### config.mk
export PLATFORM = sky130hd
export DESIGN_NAME = ais_scale
export DESIGN_NICKNAME = d
export VERILOG_FILES = /design/src/ais_pkg.sv /design/src/ais_scale.sv
export SDC_FILE = /design/constraint.sdc
export NUM_CORES = 2
export LEC_CHECK = 0
export BUFFER_PORTS_ARGS = -buffer_cell sky130_fd_sc_hd__buf_2
export CAP_MARGIN = 5
export CORE_ASPECT_RATIO = 1.75
export CORE_MARGIN = 8
export CORE_UTILIZATION = 43
export CTS_CLUSTER_SIZE = 16
export DETAILED_ROUTE_END_ITERATION = 6
export SYNTH_ARGS = -nofsm -noshare
export SYNTH_HDL_FRONTEND = slang
export SYNTH_SLANG_ARGS = --single-unit
### constraint.sdc
create_clock -name sys_clk -period 30.7 [get_ports sys_clk]
set_input_delay 6.14 -clock sys_clk [delete_from_list [all_inputs] [get_ports sys_clk]]
set_output_delay 6.14 -clock sys_clk [all_outputs]
set_load 0.03 [all_outputs]
### src/ais_pkg.sv
/*
 * Package for the analog input scaling and status block: register
 * offsets, feature bit positions, reset values, output formats and
 * timing constants.
 * Assumes a 20 MHz system clock and a 32-bit APB register bus.
 */
package ais_pkg;

   // Register byte offsets
   localparam logic [7:0] AIS_FEATURE_OFS   = 8'h00;
   localparam logic [7:0] AIS_FOFS_OFS      = 8'h04;
   localparam logic [7:0] AIS_FGAIN_OFS     = 8'h08;
   localparam logic [7:0] AIS_MOFS_OFS      = 8'h0c;
   localparam logic [7:0] AIS_MGAIN_OFS     = 8'h10;
   localparam logic [7:0] AIS_UOFS_OFS      = 8'h14;
   localparam logic [7:0] AIS_UGAIN_OFS     = 8'h18;
   localparam logic [7:0] AIS_IRQ_STAT_OFS  = 8'h1c;
   localparam logic [7:0] AIS_IRQ_MASK_OFS  = 8'h20;
   localparam logic [7:0] AIS_STATUS_OFS    = 8'h24;
   localparam logic [7:0] AIS_PD_TOUCH_OFS  = 8'h28;

   // Feature register fields
   localparam int AIS_FEAT_USER_BIT  = 0;
   localparam int AIS_FEAT_MAKER_BIT = 1;
   localparam int AIS_FEAT_FMT_LSB   = 2;
   localparam logic [15:0] AIS_FEATURE_RST = 16'h0002;

   // Coefficient reset values, factory and user gains are Q1.14 (16384 = 1.0)
   localparam int AIS_GAIN_FRAC = 14;
   localparam logic signed [15:0] AIS_GAIN_ONE  = 16'sh4000;
   localparam logic signed [15:0] AIS_OFS_ZERO  = 16'sh0000;
   // Default maker gain maps 12-bit full scale onto 0x7fff: 32767/4095
   // in Q4.11, so 4095 steps land on 32767 after the shift
   localparam logic signed [15:0] AIS_MGAIN_RST = 16'sh4004;
   localparam int AIS_MGAIN_FRAC = 11;

   // Saturation bounds of the process data word
   localparam logic signed [47:0] AIS_SAT_MAX = 48'sh0000_0000_7fff;
   localparam logic signed [47:0] AIS_SAT_MIN = 48'shffff_ffff_8000;

   // Overcurrent threshold in converter steps (20.8 mA of 20 mA span)
   localparam real AIS_OVERCUR_UA = 20800.0;
   localparam real AIS_SPAN_UA    = 20000.0;
   localparam logic [11:0] AIS_ADC_FULL = 12'hfff;

   // Watchdog: 100 ms at 20 MHz
   localparam int AIS_WDOG_MS    = 100;
   localparam int AIS_CLK_HZ     = 20_000_000;
   localparam int AIS_WDOG_CYC   = AIS_WDOG_MS * (AIS_CLK_HZ / 1000);

   // Output representations
   typedef enum logic [1:0] {
      AIS_FMT_TWOS,
      AIS_FMT_SIGNMAG,
      AIS_FMT_ALTPLC
   } ais_fmt_t;

   // Interrupt status bit positions
   localparam int AIS_IRQ_WDOG = 0;
   localparam int AIS_IRQ_OVER = 1;
   localparam int AIS_IRQ_W    = 2;

   // One converter sample in
   typedef struct packed {
      logic [2:0]  chan;
      logic [11:0] value;
   } ais_sample_t;

   // One process data word out
   typedef struct packed {
      logic [2:0]  chan;
      logic [15:0] word;
   } ais_pdword_t;

endpackage : ais_pkg

### src/ais_scale.sv
/*
 * Analog input scaling and status: compensates, scales and formats
 * converter samples into process data words and drives the per-channel
 * run and error indicators, with an APB register file and interrupt.
 * Assumes samples arrive as single-cycle strobes, and that the coupler
 * side pulses pd_exchange on each process data exchange.
 */
// Design decisions made here: the register addresses and register access over APB.
`timescale 1ns/1ps

module ais_scale
   import ais_pkg::*;
#(
   parameter int N_CHAN   = 8,
   parameter int WDOG_CYC = AIS_WDOG_CYC
)
(
   input  wire logic              sys_clk,
   input  wire logic              rst,
   input  wire logic              psel,
   input  wire logic              penable,
   input  wire logic              pwrite,
   input  wire logic [7:0]        paddr,
   input  wire logic [31:0]       pwdata,
   output logic      [31:0]       prdata,
   output logic                   pready,
   output logic                   pslverr,
   input  wire logic              sample_valid,
   input  wire ais_sample_t       sample_in,
   input  wire logic              pd_exchange,
   output logic                   pd_valid,
   output ais_pdword_t            pd_out,
   output logic [N_CHAN-1:0]      run_led,
   output logic [N_CHAN-1:0]      err_led,
   output logic                   irq
);

   // Threshold in steps; clamped so it never wraps below full scale
   localparam int OVER_STEPS =
      int'(AIS_OVERCUR_UA / AIS_SPAN_UA * real'(AIS_ADC_FULL));
   localparam logic [11:0] OVER_LIM =
      (OVER_STEPS > int'(AIS_ADC_FULL)) ? AIS_ADC_FULL : 12'(OVER_STEPS);
   localparam int WDW = $clog2(WDOG_CYC + 1);

   logic [15:0]        feature_select_register;
   logic signed [15:0] factory_offset_coefficient;
   logic signed [15:0] factory_gain_coefficient;
   logic signed [15:0] maker_scale_offset;
   logic signed [15:0] maker_scale_gain;
   logic signed [15:0] user_scale_offset;
   logic signed [15:0] user_scale_gain;
   logic [AIS_IRQ_W-1:0] irq_stat_reg;
   logic [AIS_IRQ_W-1:0] irq_mask_reg;
   logic [AIS_IRQ_W-1:0] irq_event;
   logic [WDW-1:0]     wdog_cnt_reg;
   logic               wdog_trip_reg;
   logic               wdog_trip_d_reg;
   logic               wr_en;
   logic               rd_en;
   logic               pd_touch;
   logic               over_now;
   logic [N_CHAN-1:0]  over_reg;
   logic signed [47:0] comp_val;
   logic signed [47:0] maker_val;
   logic signed [47:0] user_in;
   logic signed [47:0] user_val;
   logic signed [47:0] final_val;
   logic signed [15:0] sat_val;
   logic [15:0]        fmt_word;
   ais_fmt_t           fmt_sel;

   // APB access strobes; zero wait states
   assign wr_en   = psel & penable & pwrite;
   assign rd_en   = psel & penable & ~pwrite;
   assign pready  = 1'b1;
   assign pd_touch = wr_en && (paddr == AIS_PD_TOUCH_OFS);

   // Configuration registers written by software
   always_ff @(posedge sys_clk or posedge rst)
   begin
      if (rst)
      begin
         feature_select_register    <= AIS_FEATURE_RST;
         factory_offset_coefficient <= AIS_OFS_ZERO;
         factory_gain_coefficient   <= AIS_GAIN_ONE;
         maker_scale_offset         <= AIS_OFS_ZERO;
         maker_scale_gain           <= AIS_MGAIN_RST;
         user_scale_offset          <= AIS_OFS_ZERO;
         user_scale_gain            <= AIS_GAIN_ONE;
         irq_mask_reg               <= '0;
      end
      else if (wr_en)
      begin
         unique case (paddr)
            AIS_FEATURE_OFS:  feature_select_register    <= pwdata[15:0];
            AIS_FOFS_OFS:     factory_offset_coefficient <= pwdata[15:0];
            AIS_FGAIN_OFS:    factory_gain_coefficient   <= pwdata[15:0];
            AIS_MOFS_OFS:     maker_scale_offset         <= pwdata[15:0];
            AIS_MGAIN_OFS:    maker_scale_gain           <= pwdata[15:0];
            AIS_UOFS_OFS:     user_scale_offset          <= pwdata[15:0];
            AIS_UGAIN_OFS:    user_scale_gain            <= pwdata[15:0];
            AIS_IRQ_MASK_OFS: irq_mask_reg <= pwdata[AIS_IRQ_W-1:0];
            default:          ;
         endcase
      end
   end

   // Read mux; unmapped addresses answer with an error and zero data
   always_comb
   begin
      prdata  = '0;
      pslverr = 1'b0;
      unique case (paddr)
         AIS_FEATURE_OFS:  prdata[15:0] = feature_select_register;
         AIS_FOFS_OFS:     prdata[15:0] = factory_offset_coefficient;
         AIS_FGAIN_OFS:    prdata[15:0] = factory_gain_coefficient;
         AIS_MOFS_OFS:     prdata[15:0] = maker_scale_offset;
         AIS_MGAIN_OFS:    prdata[15:0] = maker_scale_gain;
         AIS_UOFS_OFS:     prdata[15:0] = user_scale_offset;
         AIS_UGAIN_OFS:    prdata[15:0] = user_scale_gain;
         AIS_IRQ_STAT_OFS: prdata[AIS_IRQ_W-1:0] = irq_stat_reg;
         AIS_IRQ_MASK_OFS: prdata[AIS_IRQ_W-1:0] = irq_mask_reg;
         AIS_STATUS_OFS:   prdata[N_CHAN:0] = {over_reg, wdog_trip_reg};
         AIS_PD_TOUCH_OFS: prdata = '0;
         default:          pslverr = psel & penable;
      endcase
   end

   // Watchdog: restarted by any process data exchange
   always_ff @(posedge sys_clk or posedge rst)
   begin
      if (rst)
      begin
         wdog_cnt_reg    <= '0;
         wdog_trip_reg   <= 1'b0;
         wdog_trip_d_reg <= 1'b0;
      end
      else
      begin
         wdog_trip_d_reg <= wdog_trip_reg;
         if (pd_exchange || pd_touch)
         begin
            wdog_cnt_reg  <= '0;
            wdog_trip_reg <= 1'b0;
         end
         else if (wdog_cnt_reg >= WDW'(WDOG_CYC))
            wdog_trip_reg <= 1'b1;
         else
            wdog_cnt_reg <= wdog_cnt_reg + 1'b1;
      end
   end

   // Run indicators go dark together on watchdog overflow
   assign run_led = wdog_trip_reg ? '0 : '1;

   // Overcurrent per channel, updated on each sample of that channel
   assign over_now = sample_in.value > OVER_LIM;
   always_ff @(posedge sys_clk or posedge rst)
   begin
      if (rst)
         over_reg <= '0;
      else if (sample_valid)
         over_reg[sample_in.chan] <= over_now;
   end
   assign err_led = over_reg;

   // Compensation and scaling chain; 48 bits keeps products exact
   always_comb
   begin
      comp_val  = ((48'(signed'(factory_offset_coefficient)) +
                   48'(signed'({1'b0, sample_in.value}))) *
                   48'(factory_gain_coefficient)) >>> AIS_GAIN_FRAC;
      maker_val = 48'(maker_scale_offset) +
                  ((48'(maker_scale_gain) * comp_val) >>> AIS_MGAIN_FRAC);
      user_in   = feature_select_register[AIS_FEAT_MAKER_BIT] ?
                  maker_val : comp_val;
      user_val  = 48'(user_scale_offset) +
                  ((48'(user_scale_gain) * user_in) >>> AIS_GAIN_FRAC);
      final_val = feature_select_register[AIS_FEAT_USER_BIT] ?
                  user_val : user_in;
   end

   // Clamp before formatting so large gains cannot wrap
   assign sat_val = (final_val > AIS_SAT_MAX) ? AIS_SAT_MAX[15:0] :
                    (final_val < AIS_SAT_MIN) ? AIS_SAT_MIN[15:0] :
                    final_val[15:0];

   // Output representation; unused codes fall back to two's complement
   assign fmt_sel = ais_fmt_t'(feature_select_register[AIS_FEAT_FMT_LSB +: 2]);
   always_comb
   begin
      case (fmt_sel)
         AIS_FMT_SIGNMAG:
            fmt_word = sat_val[15] ?
                       {1'b1, 15'(-sat_val)} : sat_val;
         AIS_FMT_ALTPLC:
            fmt_word = {sat_val[15], sat_val[15:4], 3'h0};
         default:
            fmt_word = sat_val;
      endcase
   end

   // Registered process data word, one cycle after the sample strobe
   always_ff @(posedge sys_clk or posedge rst)
   begin
      if (rst)
      begin
         pd_valid <= 1'b0;
         pd_out   <= '0;
      end
      else
      begin
         pd_valid <= sample_valid;
         if (sample_valid)
         begin
            pd_out.chan <= sample_in.chan;
            pd_out.word <= fmt_word;
         end
      end
   end

   // Sticky interrupt status; a new event beats a same-cycle clear
   assign irq_event[AIS_IRQ_WDOG] = wdog_trip_reg & ~wdog_trip_d_reg;
   assign irq_event[AIS_IRQ_OVER] = sample_valid & over_now;
   always_ff @(posedge sys_clk or posedge rst)
   begin
      if (rst)
         irq_stat_reg <= '0;
      else if (wr_en && paddr == AIS_IRQ_STAT_OFS)
         irq_stat_reg <= (irq_stat_reg & ~pwdata[AIS_IRQ_W-1:0]) | irq_event;
      else
         irq_stat_reg <= irq_stat_reg | irq_event;
   end
   assign irq = |(irq_stat_reg & irq_mask_reg);

endmodule : ais_scale

==> flow_metrics.py <==
metrics = {
    "route": {
        "drt_wl_total_um": 159300,
        "vias": 41263,
        "drt_iter0_markers": 2270,
        "drcViolationCount": 0,
        "drt-pass1-iter-count": 5,
        "wl_per_cell_um": 20.72,
        "postRouteAntennaNets": 0,
        "vias_per_cell": 5.367,
    },
    "cells_and_area": {
        "fin_cells": 7688,
        "finalInstanceArea_um2": 59140,
        "largest_reg_flops": 21,
        "syn_to_final_growth_pct": 21.16,
        "final_common_cell": "inv_1",
        "final_layout_size_suffix_gt1_frac": 0.2284,
        "finalNetCount": 7572,
        "final_cell_mix": "inv_1 (1145), fa_1 (954), buf_4 (806), nand2_1 (601), and2_1 (411)",
    },
    "clock_network": {
        "clkSlewWorstSetupHoldPaths_ns": 0.08,
        "cts.path.max_buffers": 2,
        "clock_sinks": 167,
        "clk_latency_ns": 0.46,
        "cts_tree": "built",
        "cts_root_buf": "clkbuf_16",
        "htree_levels": 4,
        "cts_hold_buffers": 0,
        "cts_buffers": 17,
    },
    "sta": {
        "rsz0062_at_grt": "true",
        "slew_headroom": 0.1603,
        "min_period_ns": 30.39,
        "fin_ws_ns": 0.3132,
        "setup-violations-final": 0,
        "slew_viol_final": 0,
        "finalCritPeriodShare": 0.9898,
        "hold_ws_ns": 0.4222,
        "worst_slew_pin_slew_ns": 1.250,
        "hold_viol": 0,
        "fin_tns_setup_ns": 0,
        "fin_skew_ns": 0.01844,
        "fmax_mhz": 32.91,
    },
    "pwr": {
        "p_leak_nw": 30.69,
        "vdd_drop_max_mv": 0.03749,
        "powerDensity_nw_per_um2": 12.24,
    },
    "critical_path": {
        "cp_max_fo": 5,
        "crit_required_ns": 30.99,
        "arrival_ns": 30.68,
        "cp_common_cell": "fa_1",
        "cpMaxStageDelayCell": "fa_1",
        "max_stage_delay_ns": 0.60,
        "r2r-start": "factory_offset_coefficient[0]",
        "reg2reg_depth": 115,
        "cp-start-kind": "primary input",
        "crit_path_end_kind": "flop",
        "ff2ff_setup_slack_ns": 5.63,
        "path_class": "primary input to flop",
        "timing.rr.end": "pd_out[14]",
    },
    "synth": {
        "yosysWarnings": 0,
        "synthFlopType": "dfrtp_1",
        "syn_inst": 5458,
        "synth_seq_area_share": 0.08573,
        "netlist_area_um2": 48820,
        "synth.distinct_cells": 103,
        "synth-seq-cells": 167,
        "async_flop_share": 1.000,
        "synth_area_per_cell_um2": 8.944,
        "synth_edf_count": 0,
    },
    "placed_design": {
        "place_area_um2": 56370,
        "port-buffer-count": 99,
        "place_hpwl_um": 133500,
        "dp_worst_setup_slack_ns": -1.823,
        "gp_congestion": 0.9666,
        "place_inst": 7578,
    },
    "worst_hold_path": {
        "hold_path_end": "irq_stat_reg[0]",
        "hold_depth": 1,
        "hold_path.class": "flop to flop",
        "hold_start": "wdog_trip_d_reg",
    },
    "floorplan": {
        "start_util": 0.4328,
        "die_w_um": 270.7,
        "rows": 163,
        "die-area_um2": 125000,
        "ios": 133,
        "die_height_um": 461.7,
        "core-area_um2": 112800,
    },
    "global_routing": {
        "grt_overflow": 0,
        "antenna_found_initial": 6,
        "grt_pass1_wl_um": 248700,
        "grt_max_degree": 90,
        "grt_pass1_vias": 45152,
        "grtUsageTotal": 0.2560,
    },
    "status": {
        "outcome": "finished clean",
    },
    "run": {
        "max_cap_violations": 0,
    },
}
==> metal layers <==
layer  GRT usage  share of wire  wire length, um  vias to the layer above
met4      0.1710          0.082            13060                        0
met3     0.02337          0.045             7155                      500
li1            -              -                -                    18321
met2      0.4870           0.54            85780                     1330
met1      0.2647           0.33            53300                    21112
met5           0              0                0                        -
==> worst max-delay path by stage <==
stage	start	end	slack, ns
floorplan	sample_in[0]	pd_out[4]	0.02
global route	sample_in[0]	pd_out[14]	-0.72
finish	sample_in[0]	pd_out[14]	0.31
detailed placement	sample_in[0]	pd_out[14]	-1.82
CTS	sample_in[0]	pd_out[4]	0.02
global placement	sample_in[0]	pd_out[14]	-1.79
==> worst max-delay path, delay by kind of cell <==
kind,cells,cell delay (ns)
AOI/OAI and AO/OA,37,7.00
xor gates and xnor gates,6,0.97
adders and majority gates,26,11.15
buffers and inverters,27,2.27
muxes,1,0.20
and+or+nand+nor,19,2.88
==> repair_timing <==
item / CTS / global route
setup buffers: 41 / 33
cloned: 1 / 3
pin swaps: 114 / 183
endpoints found under the setup margin: 16 / 16
gates resized for setup: 152 / 191
==> Yosys cell counts (all sizes together), types with 24 or more instances <==
cell type	count	area (um2)
a211oi	32	265.3
and3	41	261.5
nand4	34	212.7
nand2	620	2327
clkbuf	211	793.3
and2	422	2640
xor2	56	490.5
o21ai	118	594.3
ha	353	4417
a22oi	42	315.3
o21bai	25	191.4
fa	971	19440
buf	52	305.3
nor2b	45	289.0
inv	1171	4395
a21oi	136	691.9
a31oi	31	215.2
dfrtp	162	4054
a21o	61	457.9
nand2b	36	225.2
nor3	47	246.5
mux2	121	1363
nor2	206	773.2
xnor2	106	935.9
nand3	67	340.3
o21a	24	180.2
==> metrics by stage <==
stage / util / power, mW
3_3_place_gp: 0.4998 / 0.4672
6_report: 0.5244 / 0.7239
5_1_grt: 0.5243 / 0.7533
2_1_floorplan: - / 0.3603
3_5_place_dp: 0.4998 / 0.4681
4_1_cts: 0.5143 / 0.7047
==> cells by family after synthesis <==
kind of cell               Yosys count  synth area share
adders and majority gates         1324            0.4887
xor gates and xnor gates           162           0.02922
AOI/OAI and AO/OA                  654           0.09406
and+or+nand+nor                   1585            0.1599
muxes                              130           0.02976
other                                2         0.0001538
buffers and inverters             1434            0.1125
DFF                                167           0.08573
==> where the power goes <==
part           internal, mW  total, mW  switching, mW
sequential            0.228      0.239         0.0109
clock                 0.113      0.229          0.116
combinational         0.105      0.256          0.151
total                 0.446      0.724          0.278
==> area by class of cell <==
type | instances | area, um2
inverter | 1171 | 4403
antenna | 4 | 10.01
fill | 10539 | 53640
multi-input combinational | 3872 | 40630
clock buffer | 17 | 425.4
clock inverter | 15 | 206.4
tap | 1485 | 1858
sequential | 167 | 4185
timing repair buffer | 957 | 7430
Note: power is estimated with default switching activity, not from simulation.
